==> src/include/legacy_timer_pkg.sv <==
package legacy_timer_pkg;
    // register addresses on the special function register port
    localparam logic [7:0] ModeSelectAddr = 8'h89;
    localparam logic [7:0] FirstLowAddr = 8'h8a;
    localparam logic [7:0] SecondLowAddr = 8'h8b;
    localparam logic [7:0] FirstHighAddr = 8'h8c;
    localparam logic [7:0] SecondHighAddr = 8'h8d;
    localparam logic [7:0] ClockControlAddr = 8'h8e;
    // reset values
    localparam logic [7:0] ModeSelectReset = 8'h00;
    localparam logic [7:0] CountReset = 8'h00;
    localparam logic [7:0] ClockControlReset = 8'h00;
    // mode select field positions
    localparam int SecondGateBit = 7;
    localparam int SecondCounterBit = 6;
    localparam int SecondModeLsb = 4;
    localparam int FirstGateBit = 3;
    localparam int FirstCounterBit = 2;
    localparam int FirstModeLsb = 0;
    // clock control field positions and writable mask
    localparam int SecondClockBit = 4;
    localparam int FirstClockBit = 3;
    localparam int PrescaleLsb = 0;
    localparam logic [7:0] ClockControlMask = 8'h1b;
    // prescaler division ratios
    localparam logic [5:0] DivBy12 = 6'h0c;
    localparam logic [5:0] DivBy4 = 6'h04;
    localparam logic [5:0] DivBy48 = 6'h30;
    localparam logic [5:0] DivBy8 = 6'h08;
    // low byte bits that belong to the 13-bit count
    localparam logic [7:0] Low13Mask = 8'h1f;

    typedef enum logic [1:0] {
        Mode13Bit = 2'b00,
        Mode16Bit = 2'b01,
        Mode8Reload = 2'b10,
        ModeSplit = 2'b11
    } timer_mode_t;

    typedef enum logic [1:0] {
        Scale12 = 2'b00,
        Scale4 = 2'b01,
        Scale48 = 2'b10,
        ScaleExt8 = 2'b11
    } prescale_t;
endpackage

==> src/verilog/dual_legacy_counter_timer.sv <==
`timescale 1ns/100ps
// Contract
// - outside split mode, second timer runs when run bit set, and gate clear or second irq input high
// - first timer runs when run bit set, and gate clear or first irq input high
// - outside split mode, second counter-select picks selected clock or falling edges on second count pin
// - first counter-select picks selected clock or falling edges on first count pin
// - second mode field: 13-bit, 16-bit, 8-bit reload, or inactive
// - first mode field: 13-bit, 16-bit, 8-bit reload, or two 8-bit counters
// - second clock-select: prescaled or system clock, ignored when counting edges
// - first clock-select: prescaled or system clock, ignored when counting edges
// - prescale field divides sysclk by 12, 4, 48, or external clock by 8
// - clock control bits 7-5 and 2 read zero, writes discarded
// - first timer low and high bytes readable, writable, reset to zero
// - second timer low and high bytes readable, writable, reset to zero
// - 13-bit mode uses high byte and low bits 4-0, overflow sets flag
// - 8-bit reload: low byte overflows, sets flag, reloads from high byte
// - split mode high byte times under second run bit, sets second flag
// - overflow flags set by hardware, cleared by software or on vector
module dual_legacy_counter_timer
    import legacy_timer_pkg::*;
(
    // clock and reset
    input wire logic clk,
    input wire logic rst,
    // special function register port
    input wire logic [7:0] sfrAddr,
    input wire logic sfrWrite,
    input wire logic [7:0] sfrWdata,
    output logic [7:0] sfrRdata,
    // neighbouring timer control bits
    input wire logic firstRunBit,
    input wire logic secondRunBit,
    input wire logic firstOverflowClear,
    input wire logic secondOverflowClear,
    input wire logic firstVectorAck,
    input wire logic secondVectorAck,
    output logic firstOverflowFlag,
    output logic secondOverflowFlag,
    // pins
    input wire logic firstExtIrqInput,
    input wire logic secondExtIrqInput,
    input wire logic firstCountPin,
    input wire logic secondCountPin,
    input wire logic extClock
);
    logic [7:0] modeSelect_q;
    logic [7:0] clockControl_q;
    logic [7:0] firstLow_q, firstHigh_q, secondLow_q, secondHigh_q;
    logic [2:0] firstPin_q, secondPin_q, extClk_q;
    logic [1:0] irq0_q, irq1_q;
    logic [5:0] preCnt_q;
    logic prescaleTick;
    logic [5:0] divisor;
    logic extEdge, firstPinEdge, secondPinEdge;
    logic firstRun, secondRun, firstTick, secondTick, splitTick;
    logic firstOvf, secondOvf, splitOvf;
    timer_mode_t firstMode, secondMode;

    // next value of a count pair; returns {overflow, high, low}
    function automatic logic [16:0] step(input timer_mode_t m, input logic [7:0] hi, input logic [7:0] lo);
        logic [8:0] l9;
        logic [16:0] r;
        l9 = {1'b0, lo} + 9'h001;
        r = {1'b0, hi, lo};
        unique case (m)
            Mode13Bit: begin
                if (lo[4:0] == 5'h1f) begin
                    r = {hi == 8'hff, hi + 8'h01, lo & ~Low13Mask};
                end else begin
                    r = {1'b0, hi, lo + 8'h01};
                end
            end
            Mode16Bit: r = {1'b0, hi, lo} + 17'h00001;
            Mode8Reload: r = l9[8] ? {1'b1, hi, hi} : {1'b0, hi, l9[7:0]};
            ModeSplit: r = {l9[8], hi, l9[7:0]};
        endcase
        return r;
    endfunction

    assign firstMode = timer_mode_t'(modeSelect_q[FirstModeLsb +: 2]);
    assign secondMode = timer_mode_t'(modeSelect_q[SecondModeLsb +: 2]);

    // pin synchronisers, third stage only for edge detection
    always_ff @(posedge clk or posedge rst) begin
        if (rst) begin
            firstPin_q <= 3'h0;
            secondPin_q <= 3'h0;
            extClk_q <= 3'h0;
            irq0_q <= 2'h0;
            irq1_q <= 2'h0;
        end else begin
            firstPin_q <= {firstPin_q[1:0], firstCountPin};
            secondPin_q <= {secondPin_q[1:0], secondCountPin};
            extClk_q <= {extClk_q[1:0], extClock};
            irq0_q <= {irq0_q[0], firstExtIrqInput};
            irq1_q <= {irq1_q[0], secondExtIrqInput};
        end
    end

    assign firstPinEdge = firstPin_q[2] & ~firstPin_q[1];
    assign secondPinEdge = secondPin_q[2] & ~secondPin_q[1];
    assign extEdge = extClk_q[2] & ~extClk_q[1];

    // shared prescaler; external source counts its edges
    always_comb begin
        unique case (prescale_t'(clockControl_q[PrescaleLsb +: 2]))
            Scale12: divisor = DivBy12;
            Scale4: divisor = DivBy4;
            Scale48: divisor = DivBy48;
            ScaleExt8: divisor = DivBy8;
        endcase
    end

    always_ff @(posedge clk or posedge rst) begin
        if (rst) begin
            preCnt_q <= 6'h00;
        end else if (clockControl_q[1:0] != ScaleExt8 || extEdge) begin
            preCnt_q <= (preCnt_q >= divisor - 6'h01) ? 6'h00 : preCnt_q + 6'h01;
        end
    end
    assign prescaleTick = (preCnt_q >= divisor - 6'h01) && (clockControl_q[1:0] != ScaleExt8 || extEdge);

    // run qualification and increment sources
    assign firstRun = firstRunBit & (~modeSelect_q[FirstGateBit] | irq0_q[1]);
    assign secondRun = secondRunBit & (~modeSelect_q[SecondGateBit] | irq1_q[1]);
    assign firstTick = firstRun & (modeSelect_q[FirstCounterBit] ? firstPinEdge :
        (clockControl_q[FirstClockBit] | prescaleTick));
    // in split mode the second timer loses its run bit and edge input
    assign secondTick = (firstMode == ModeSplit) ?
        ((secondMode != ModeSplit) & (clockControl_q[SecondClockBit] | prescaleTick)) :
        (secondRun & (secondMode != ModeSplit) & (modeSelect_q[SecondCounterBit] ? secondPinEdge :
        (clockControl_q[SecondClockBit] | prescaleTick)));
    assign splitTick = (firstMode == ModeSplit) & secondRunBit &
        (clockControl_q[FirstClockBit] | prescaleTick);

    // register writes and counting; software write wins over count in same cycle
    always_ff @(posedge clk or posedge rst) begin
        if (rst) begin
            modeSelect_q <= ModeSelectReset;
            clockControl_q <= ClockControlReset;
            firstLow_q <= CountReset;
            firstHigh_q <= CountReset;
            secondLow_q <= CountReset;
            secondHigh_q <= CountReset;
        end else begin
            if (firstTick) begin
                {firstHigh_q, firstLow_q} <= step(firstMode, firstHigh_q, firstLow_q)[15:0];
            end
            if (splitTick) begin
                firstHigh_q <= firstHigh_q + 8'h01;
            end
            if (secondTick) begin
                {secondHigh_q, secondLow_q} <= step(secondMode, secondHigh_q, secondLow_q)[15:0];
            end
            if (sfrWrite) begin
                unique case (sfrAddr)
                    ModeSelectAddr: modeSelect_q <= sfrWdata;
                    ClockControlAddr: clockControl_q <= sfrWdata & ClockControlMask;
                    FirstLowAddr: firstLow_q <= sfrWdata;
                    FirstHighAddr: firstHigh_q <= sfrWdata;
                    SecondLowAddr: secondLow_q <= sfrWdata;
                    SecondHighAddr: secondHigh_q <= sfrWdata;
                    default: ;
                endcase
            end
        end
    end

    assign firstOvf = firstTick & step(firstMode, firstHigh_q, firstLow_q)[16];
    assign splitOvf = splitTick & (firstHigh_q == 8'hff);
    // second timer flag is stolen by the split high byte in split mode
    assign secondOvf = (firstMode == ModeSplit) ? splitOvf :
        (secondTick & step(secondMode, secondHigh_q, secondLow_q)[16]);

    // overflow flags: a new overflow wins over a clear in the same cycle
    always_ff @(posedge clk or posedge rst) begin
        if (rst) begin
            firstOverflowFlag <= 1'b0;
            secondOverflowFlag <= 1'b0;
        end else begin
            firstOverflowFlag <= firstOvf | (firstOverflowFlag & ~firstOverflowClear & ~firstVectorAck);
            secondOverflowFlag <= secondOvf | (secondOverflowFlag & ~secondOverflowClear & ~secondVectorAck);
        end
    end

    // registered read port, unmapped addresses read zero
    always_ff @(posedge clk or posedge rst) begin
        if (rst) begin
            sfrRdata <= 8'h00;
        end else begin
            unique case (sfrAddr)
                ModeSelectAddr: sfrRdata <= modeSelect_q;
                ClockControlAddr: sfrRdata <= clockControl_q & ClockControlMask;
                FirstLowAddr: sfrRdata <= firstLow_q;
                FirstHighAddr: sfrRdata <= firstHigh_q;
                SecondLowAddr: sfrRdata <= secondLow_q;
                SecondHighAddr: sfrRdata <= secondHigh_q;
                default: sfrRdata <= 8'h00;
            endcase
        end
    end
endmodule

==> config.mk <==
export PLATFORM = sky130hd
export DESIGN_NAME = dual_legacy_counter_timer
export DESIGN_NICKNAME = d
export VERILOG_FILES = /design/src/include/legacy_timer_pkg.sv /design/src/verilog/dual_legacy_counter_timer.sv
export SDC_FILE = /design/constraint.sdc
export NUM_CORES = 1
export LEC_CHECK = 0
export BUFFER_PORTS_ARGS = -buffer_cell sky130_fd_sc_hd__buf_2
export CAP_MARGIN = 15
export CELL_PAD_IN_SITES_DETAIL_PLACEMENT = 2
export CELL_PAD_IN_SITES_GLOBAL_PLACEMENT = 2
export CORE_ASPECT_RATIO = 1.25
export CORE_MARGIN = 2
export CORE_UTILIZATION = 32
export CTS_CLUSTER_DIAMETER = 40
export DETAILED_ROUTE_END_ITERATION = 8
export MAX_ROUTING_LAYER = met4
export PLACE_DENSITY_LB_ADDON = 0.1
export SETUP_SLACK_MARGIN = 0.05
export SYNTH_ARGS = -nofsm -noshare
export SYNTH_HDL_FRONTEND = slang
export SYNTH_SLANG_ARGS = --single-unit
==> constraint.sdc <==
create_clock -name clk -period 2.85 [get_ports clk]
set_input_delay 0.57 -clock clk [delete_from_list [all_inputs] [get_ports clk]]
set_output_delay 0.57 -clock clk [all_outputs]
set_load 0.02 [all_outputs]
==> results of run 1 <==
area by class of cell:
cell class | instances | area [um^2] | area share
clock inverters | 6 | 115 | 0.0222
flip-flops and latches | 73 | 1830 | 0.352
multi-input cells | 385 | 2450 | 0.473
repair buffers | 50 | 290 | 0.0560
inverters | 13 | 48.8 | 0.00941
well taps | 171 | 214 | 0.0413
clock buffers | 10 | 239 | 0.0461
Yosys cell counts (3+ instances only):
cell type and instances:
nand2_1 62, nor3_1 6, o22ai_1 4, clkbuf_1 7
a221o_1 5, nand4_1 3, nor2b_1 8, inv_1 13
a221oi_1 3, o21ai_1 3, ha_1 11, nor2_1 51
o21ai_0 35, a31oi_1 5, and2_1 4, nand3_1 25
mux2i_1 6, buf_2 7, nand2b_1 8, or3_1 3
nor3_4 3, and3_1 14, mux2_2 20, a22oi_1 11
a21oi_1 36, dfrtp_1 73, xor2_1 12, xnor2_1 4
registers in the layout, indices dropped and copies added, names as in the netlist, 4 cells and up:
name and cells:
preCnt_q 6, firstHigh_q 8, clockControl_q 4, secondHigh_q 8, sfrRdata 8, modeSelect_q 8, firstLow_q 8, secondLow_q 8
final timing paths:
kind,to,slack [ps]
setup / recovery,firstHigh_q[7],180
hold / removal,firstPin_q[0],250
setup reg to reg,firstHigh_q[7],180
hold reg to reg,irq1_q[1],350
max in group asynchronous,secondLow_q[2],1910
min in group clk,firstPin_q[0],330
power by group through the flow:
stage | combinational, mW | sequential, mW | clock, mW
4_1_cts | 0.980 | 1.51 | 1.39
3_3_place_gp | 0.913 | 1.52 | 0
2_1_floorplan | 0.723 | 1.40 | 0
6_report | 0.966 | 1.51 | 1.36
3_5_place_dp | 0.963 | 1.52 | 0
5_1_grt | 1.11 | 1.55 | 1.44
logic make-up after synthesis:
group           count (synthesis)  share of synthesized area
compound gates                131                      0.202
xor+xnor                       16                     0.0318
fa+ha+maj                      11                     0.0312
buf+inv                        30                     0.0292
flops                          73                      0.414
mux                            26                     0.0647
other cells                     1                   0.000851
simple gates                  200                      0.226
layer usage:
| metal | wire length [um] | share of wire |
|---|---|---|
| met5 | 0 | 0 |
| met4 | 211 | 0.013 |
| met3 | 437 | 0.027 |
| met2 | 8490 | 0.53 |
| met1 | 6840 | 0.43 |
==> impl_metrics.env, run 1 <==
export IMPL_status="finished clean"
export IMPL_grt_use_met2=0.410
export IMPL_numPortBuffers=39
export IMPL_num_vias=3924
export IMPL_slew_limit_headroom=0.553
export IMPL_drive_gt1_frac=0.199
export IMPL_grt_pass1_wl_um=25200
export IMPL_critPathRequiredTime_ps=3110
export IMPL_synthDistinctLibCells=67
export IMPL_mappedNetlistArea_um2=4410
export IMPL_synth_cells=488
export IMPL_critPathLaunch="clockControl_q[0]"
export IMPL_die_w_um=109
export IMPL_post_route_util=0.389
export IMPL_antenna_found_initial=0
export IMPL_synth_area_leaders="dfrtp_1, nand2_1, mux2_2"
export IMPL_setup_slack_ps=177
export IMPL_final_cells=708
export IMPL_wl_per_cell_um=22.6
export IMPL_place_area_um2=4830
export IMPL_r2r_cells=9
export IMPL_seq_area_frac_synth=0.414
export IMPL_period_share=0.938
export IMPL_drtIter0Drc=206
export IMPL_core_um2=13300
export IMPL_die_area_um2=14700
export IMPL_yosysTopAreaCell="dfrtp_1"
export IMPL_synth_avg_cell_area_um2=9.03
export IMPL_cts_root_buffer="clkbuf_16"
export IMPL_met1_usage=0.294
export IMPL_final_cell_mix="dfrtp_1, nand2_1, nor2_1"
export IMPL_design_area_um2=5190
export IMPL_synth_edff_count=0
export IMPL_final_common_cell="dfrtp_1"
export IMPL_grt_busiest_layer="met2"
export IMPL_fill_cells=1472
export IMPL_cts_tree="yes"
export IMPL_crit_path_start_kind="flip-flop"
export IMPL_p_clk_frac=0.355
export IMPL_worstMarginPinSlew_ps=670
export IMPL_die_height_um=135
export IMPL_clk_latency_ps=340
export IMPL_path_max_fanout=10
export IMPL_initial_utilization=0.330
export IMPL_ys_async_sr_fraction=1.00
export IMPL_period_needed_ps=2670
export IMPL_cpMaxStageDelayCell="dfrtp_1"
export IMPL_crit_buf_inv=0
export IMPL_dr_pass1_iters=4
export IMPL_cp_num_cells=9
export IMPL_hold_worst_slack_ps=251
export IMPL_path_cells="nand2b_1, ha_1, nand3_1, o22ai_2, o21ai_4, a21oi_4, a22oi_2, or3_1, a31oi_1"
export IMPL_timing_rr_start="clockControl_q[0]"
export IMPL_cts_repair_resized=0
export IMPL_ir_drop_v=0.000273
export IMPL_hold_buffers=0
export IMPL_numCtsBuffers=9
export IMPL_switchingPower_mw=1.33
export IMPL_dpl_worst_slack_ps=225
export IMPL_ant_nets=0
export IMPL_worstSetupPathType="reg -> reg"
export IMPL_finalSetupViolations=0
export IMPL_grt_use_met3=0.0322
export IMPL_ys_ff_latch=73
export IMPL_grt_max_degree=55
export IMPL_p_per_area_nw_per_um2=741
export IMPL_fin_tns_setup_ps=0
export IMPL_drv_cap=0
export IMPL_min_path_type="in -> async"
export IMPL_end_kind="flip-flop"
export IMPL_dp_cells=692
export IMPL_power_total_mw=3.84
export IMPL_rsz0062_at_grt="no"
export IMPL_nNetsFinal=573
export IMPL_clock_sinks=73
export IMPL_fmax_mhz=374
export IMPL_wirelength_um=16000
export IMPL_via_per_inst=5.54
export IMPL_path_clk_slew_ps=60
export IMPL_power_frac_seq=0.393
export IMPL_globalplace_congestion=0.859
export IMPL_yosys_area_top_type_share=0.414
export IMPL_antennaDiodeCount=0
export IMPL_crit_arrival_ps=2930
export IMPL_cpPeakStageDelay_ps=470
export IMPL_clock_skew_ps=5.81
export IMPL_top_level_ports=40
export IMPL_rows=47
export IMPL_internal_power_mw=2.51
export IMPL_grt_total_usage=0.237
export IMPL_drc=0
export IMPL_syn2layout_area_growth_pct=17.7
export IMPL_htreeDepth=3
export IMPL_p_leak_nw=2.32
export IMPL_slew_viol_final=0
export IMPL_yosysWarnings=0
export IMPL_grt_pass1_vias=4217
export IMPL_hold_viol=0
export IMPL_clk_path_buf_depth=2
export IMPL_synth_nets=529
export IMPL_cpLargestDelayFamily="compound AO/OA/AOI/OAI gates"
export IMPL_post_cts_buffers=0
export IMPL_switching_share=0.346
export IMPL_overflow=0
export IMPL_comb_power_share=0.252
export IMPL_place_hpwl_um=11800
export IMPL_ys_flop_type="dfrtp_1"
Note: power is estimated with default switching activity, not from simulation.
==> run 2: changes to the inputs <==
--- a/config.mk
+++ b/config.mk
@@ -12,6 +12,7 @@
 export CORE_ASPECT_RATIO = 1.25
 export CORE_MARGIN = 2
 export CORE_UTILIZATION = 32
+export CTS_BUF_LIST = sky130_fd_sc_hd__clkbuf_8
 export CTS_CLUSTER_DIAMETER = 40
 export DETAILED_ROUTE_END_ITERATION = 8
 export MAX_ROUTING_LAYER = met4
==> run 2 against run 1 <==
  * Clock-buffer cell count stayed put
  * Power down 8.3%
  * Non-clock buffer count unchanged
  * Clock power is 23% lower
  * Routed wire length down 1.4%
  * Sequential cell count unchanged
  * Die area did not move
  * Sequential power hardly changed
  * Clock skew grew 4.1 ps
  * Cell area shrank 2.0%
  * Combinational power decreased by 0.6%
  * Utilization fell by 0.76 points
  * Critical path type unchanged
==> impl_metrics.env, run 2 (synthesis results as in run 1) <==
export IMPL_hold_worst_slack_ps=227
export IMPL_dr_pass1_iters=7
export IMPL_grt_pass1_wl_um=25000
export IMPL_ant_nets=0
export IMPL_core_um2=13300
export IMPL_cts_repair_resized=0
export IMPL_globalplace_congestion=0.859
export IMPL_rsz0062_at_grt="no"
export IMPL_met1_usage=0.294
export IMPL_grt_use_met3=0.0265
export IMPL_period_share=0.925
export IMPL_dpl_worst_slack_ps=225
export IMPL_path_max_fanout=6
export IMPL_grt_use_met2=0.402
export IMPL_wl_per_cell_um=22.3
export IMPL_p_per_area_nw_per_um2=692
export IMPL_clock_sinks=73
export IMPL_initial_utilization=0.330
export IMPL_grt_total_usage=0.235
export IMPL_critPathRequiredTime_ps=3140
export IMPL_drc=0
export IMPL_drtIter0Drc=204
export IMPL_final_cell_mix="dfrtp_1, nand2_1, nor2_1"
export IMPL_num_vias=3921
export IMPL_htreeDepth=3
export IMPL_drive_gt1_frac=0.199
export IMPL_wirelength_um=15800
export IMPL_clk_latency_ps=360
export IMPL_rows=47
export IMPL_final_common_cell="dfrtp_1"
export IMPL_cts_tree="yes"
export IMPL_overflow=0
export IMPL_period_needed_ps=2640
export IMPL_nNetsFinal=573
export IMPL_numCtsBuffers=9
export IMPL_status="finished clean"
export IMPL_die_area_um2=14700
export IMPL_grt_busiest_layer="met2"
export IMPL_via_per_inst=5.54
export IMPL_slew_limit_headroom=0.562
export IMPL_grt_pass1_vias=4207
export IMPL_end_kind="flip-flop"
export IMPL_hold_buffers=0
export IMPL_antenna_found_initial=0
export IMPL_path_clk_slew_ps=90
export IMPL_finalSetupViolations=0
export IMPL_crit_path_start_kind="flip-flop"
export IMPL_clock_skew_ps=9.87
export IMPL_syn2layout_area_growth_pct=15.4
export IMPL_numPortBuffers=39
export IMPL_die_height_um=135
export IMPL_slew_viol_final=0
export IMPL_drv_cap=0
export IMPL_worstMarginPinSlew_ps=657
export IMPL_crit_arrival_ps=2930
export IMPL_min_path_type="in -> async"
export IMPL_hold_viol=0
export IMPL_clk_path_buf_depth=2
export IMPL_post_cts_buffers=0
export IMPL_worstSetupPathType="reg -> reg"
export IMPL_ir_drop_v=0.000263
export IMPL_die_w_um=109
export IMPL_place_hpwl_um=11800
export IMPL_setup_slack_ps=213
export IMPL_top_level_ports=40
export IMPL_antennaDiodeCount=0
export IMPL_cts_root_buffer="clkbuf_8"
export IMPL_fin_tns_setup_ps=0
export IMPL_fmax_mhz=379
export IMPL_p_leak_nw=2.27
export IMPL_grt_max_degree=55
## run 2: cell counts in the layout (fill, tap and decap cells not counted)
Identical to the previous run, type by type.
## run 2: layer usage
metal | vias up | part of all wire
li1 | 1845 | -
met1 | 2024 | 0.43
met2 | 43 | 0.53
met3 | 9 | 0.022
met4 | 0 | 0.010
met5 | - | 0
## run 2: layout make-up
cell class | count | area [um^2]
Fill cell | 1497 | 8260
Multi-Input combinational cell | 385 | 2450
Sequential cell | 73 | 1830
Timing Repair Buffer | 50 | 290
Tap cell | 171 | 214
Clock buffer | 10 | 138
Clock inverter | 6 | 115
Inverter | 13 | 48.8
## run 2: power breakdown
| group | switching (mW) | total (mW) | internal (mW) |
|---|---|---|---|
| Sequential | 0.300 | 1.51 | 1.21 |
| Combinational | 0.539 | 0.960 | 0.422 |
| Clock | 0.444 | 1.05 | 0.609 |
| Total | 1.28 | 3.52 | 2.24 |
## run 2: stage by stage
step / cell area, um^2 / utilization / instances / power, mW
floorplan: 4410 / - / 488 / 2.12
CTS: 5080 / 0.381 / 708 / 3.56
finish: 5080 / 0.381 / 708 / 3.52
global placement: 4830 / 0.362 / 692 / 2.43
detailed placement: 4830 / 0.362 / 692 / 2.49
global route: 5080 / 0.381 / 708 / 3.76
## run 2: path summary, 6_finish.rpt
kind / from / end / slack, ps / cells after the start
max reg2reg: firstLow_q[0] / firstHigh_q[4] / 210 / 10
min: rst / firstOverflowFlag / 230 / 2
min reg2reg: extClk_q[0] / extClk_q[1] / 360 / 0
max: firstLow_q[0] / firstHigh_q[4] / 210 / 10
min in group clk: firstCountPin / firstPin_q[0] / 310 / 1
max in group asynchronous: rst / secondLow_q[1] / 1940 / 3
## run 2: worst max-delay path: stages (launching register included)
cell     delay (ps)
dfrtp_1         470
ha_1            250
and3_1          170
ha_1            160
nor2b_1         250
a31oi_1          70
or3_1           320
a21oi_1         400
o21ai_0         180
xor2_1          160
o21ai_1         130
==> run 3: changes to the inputs <==
==> constraint.sdc (replaced) <==
create_clock -name clk -period 2.1 [get_ports clk]
set_input_delay 0.42 -clock clk [delete_from_list [all_inputs] [get_ports clk]]
set_output_delay 0.42 -clock clk [all_outputs]
set_load 0.02 [all_outputs]
==> run 3 against run 2 <==
  * The run now ends with negative setup slack left
  * Cell count increased by 7.8%
  * Sequential power increased by 26%
  * Worst setup slack got worse by 390 ps
  * First-iteration DRC count increased by 1.5%
  * Worst hold slack got worse by 160 ps
  * Sequential cell count unchanged
  * Critical path type unchanged
  * Critical endpoint is now firstHigh_q[7]
==> impl_metrics.env, run 3 (synthesis results as in run 1) <==
export IMPL_drive_gt1_frac=0.321
export IMPL_grt_pass1_vias=4815
export IMPL_final_common_cell="dfrtp_1"
export IMPL_via_per_inst=5.54
export IMPL_cts_root_buffer="clkbuf_8"
export IMPL_final_cells=763
export IMPL_nNetsFinal=628
export IMPL_wl_per_cell_um=22.5
export IMPL_post_route_util=0.435
export IMPL_p_per_area_nw_per_um2=943
export IMPL_antennaDiodeCount=0
export IMPL_wirelength_um=17200
export IMPL_worstSetupPathType="reg -> reg"
export IMPL_cts_tree="yes"
export IMPL_hold_viol=0
export IMPL_end_kind="flip-flop"
export IMPL_drtIter0Drc=207
export IMPL_die_height_um=135
export IMPL_dr_pass1_iters=4
export IMPL_place_area_um2=5290
export IMPL_crit_path_start_kind="flip-flop"
export IMPL_htreeDepth=3
export IMPL_hold_buffers=0
export IMPL_period_needed_ps=2270
export IMPL_clock_sinks=73
export IMPL_wl_met2_um=9000
export IMPL_die_area_um2=14700
export IMPL_violations="negative setup slack"
export IMPL_met3_length_um=307
export IMPL_rows=47
export IMPL_clock_skew_ps=16.0
export IMPL_period_share=1.08
export IMPL_numPortBuffers=39
export IMPL_overflow=0
export IMPL_dr_max_layer_used="met4"
export IMPL_crit_arrival_ps=2550
export IMPL_initial_utilization=0.330
export IMPL_slew_viol_final=0
export IMPL_grt_max_degree=25
export IMPL_critPathRequiredTime_ps=2380
export IMPL_dp_cells=743
export IMPL_fmax_mhz=440
export IMPL_design_area_um2=5800
export IMPL_ir_drop_v=0.000409
export IMPL_drc=0
export IMPL_routedLengthMet1_um=7400
export IMPL_globalplace_congestion=0.872
export IMPL_rsz0062_at_grt="yes"
export IMPL_antenna_found_initial=0
export IMPL_num_vias=4229
export IMPL_min_path_type="in -> async"
export IMPL_ant_nets=0
export IMPL_top_level_ports=40
export IMPL_fin_tns_setup_ps=-1890
export IMPL_status="finished, violations left"
export IMPL_grt_pass1_wl_um=27300
export IMPL_p_leak_nw=2.58
export IMPL_die_w_um=109
export IMPL_final_cell_mix="dfrtp_1, nand2_1, buf_4"
export IMPL_core_um2=13300
export IMPL_path_max_fanout=5
export IMPL_clk_path_buf_depth=2
export IMPL_dpl_worst_slack_ps=-207
export IMPL_finalSetupViolations=27
export IMPL_numCtsBuffers=9
export IMPL_setup_slack_ps=-173
export IMPL_grt_total_usage=0.255
export IMPL_clk_latency_ps=370
export IMPL_drv_cap=0
export IMPL_path_clk_slew_ps=100
export IMPL_syn2layout_area_growth_pct=31.6
export IMPL_place_hpwl_um=12900
-- run 3: where the power goes --
part	internal, mW	total [mW]	switching [mW]	leakage (nW)
combinational	0.984	2.14	1.15	1.54
sequential	1.64	1.90	0.258	0.922
clock	0.802	1.43	0.628	0.121
total	3.43	5.47	2.04	2.58
-- run 3: routing by layer --
metal	vias up	GRT usage
met3	34	0.0327
li1	1959	-
met5	-	-
met1	2187	0.303
met2	49	0.444
met4	0	0.0791
-- run 3: what timing repair did --
action	4_1_cts	5_1_grt
resized for setup	19	33
gates cloned	1	0
setup endpoints to repair	33	34
buffers inserted	1	2
pin swaps	10	13
-- run 3: layout make-up --
cell class / instances / area, um^2
tap: 171 / 214
inverter: 13 / 52.6
sequential: 73 / 1830
fill: 1453 / 7550
multi-input combinational: 385 / 2670
clock inverter: 7 / 124
clock buffer: 9 / 124
timing repair buffer: 105 / 793
-- run 3: final timing paths --
path,from,endpoint,slack [ps],cells past startpoint
worst min register to register,irq1_q[0],irq1_q[1],360,0
worst min-delay path,rst,firstOverflowFlag,70,2
min in group clk,extClock,extClk_q[0],150,1
worst max-delay path,clockControl_q[0],firstHigh_q[7],-170,10
worst max register to register,clockControl_q[0],firstHigh_q[7],-170,10
max in group asynchronous,rst,sfrRdata[7],1450,3
-- run 3: stage by stage --
| stage | total power [mW] | hold WS [ps] |
|---|---|---|
| 3_3_place_gp | 3.66 | 333 |
| 5_1_grt | 5.82 | 71.6 |
| 4_1_cts | 5.38 | 64.5 |
| 2_1_floorplan | 2.90 | 331 |
| 6_report | 5.47 | 68.5 |
| 3_5_place_dp | 3.79 | 342 |
-- run 3: critical path: stages (launching register included) --
cell and delay (ps):
dfrtp_1 430, nand2b_4 170, ha_4 270, nand3_4 70, o22ai_4 220, o21ai_4 90
buf_12 150, a21oi_4 150, a22oi_2 90, or3_1 330, a31oi_1 200
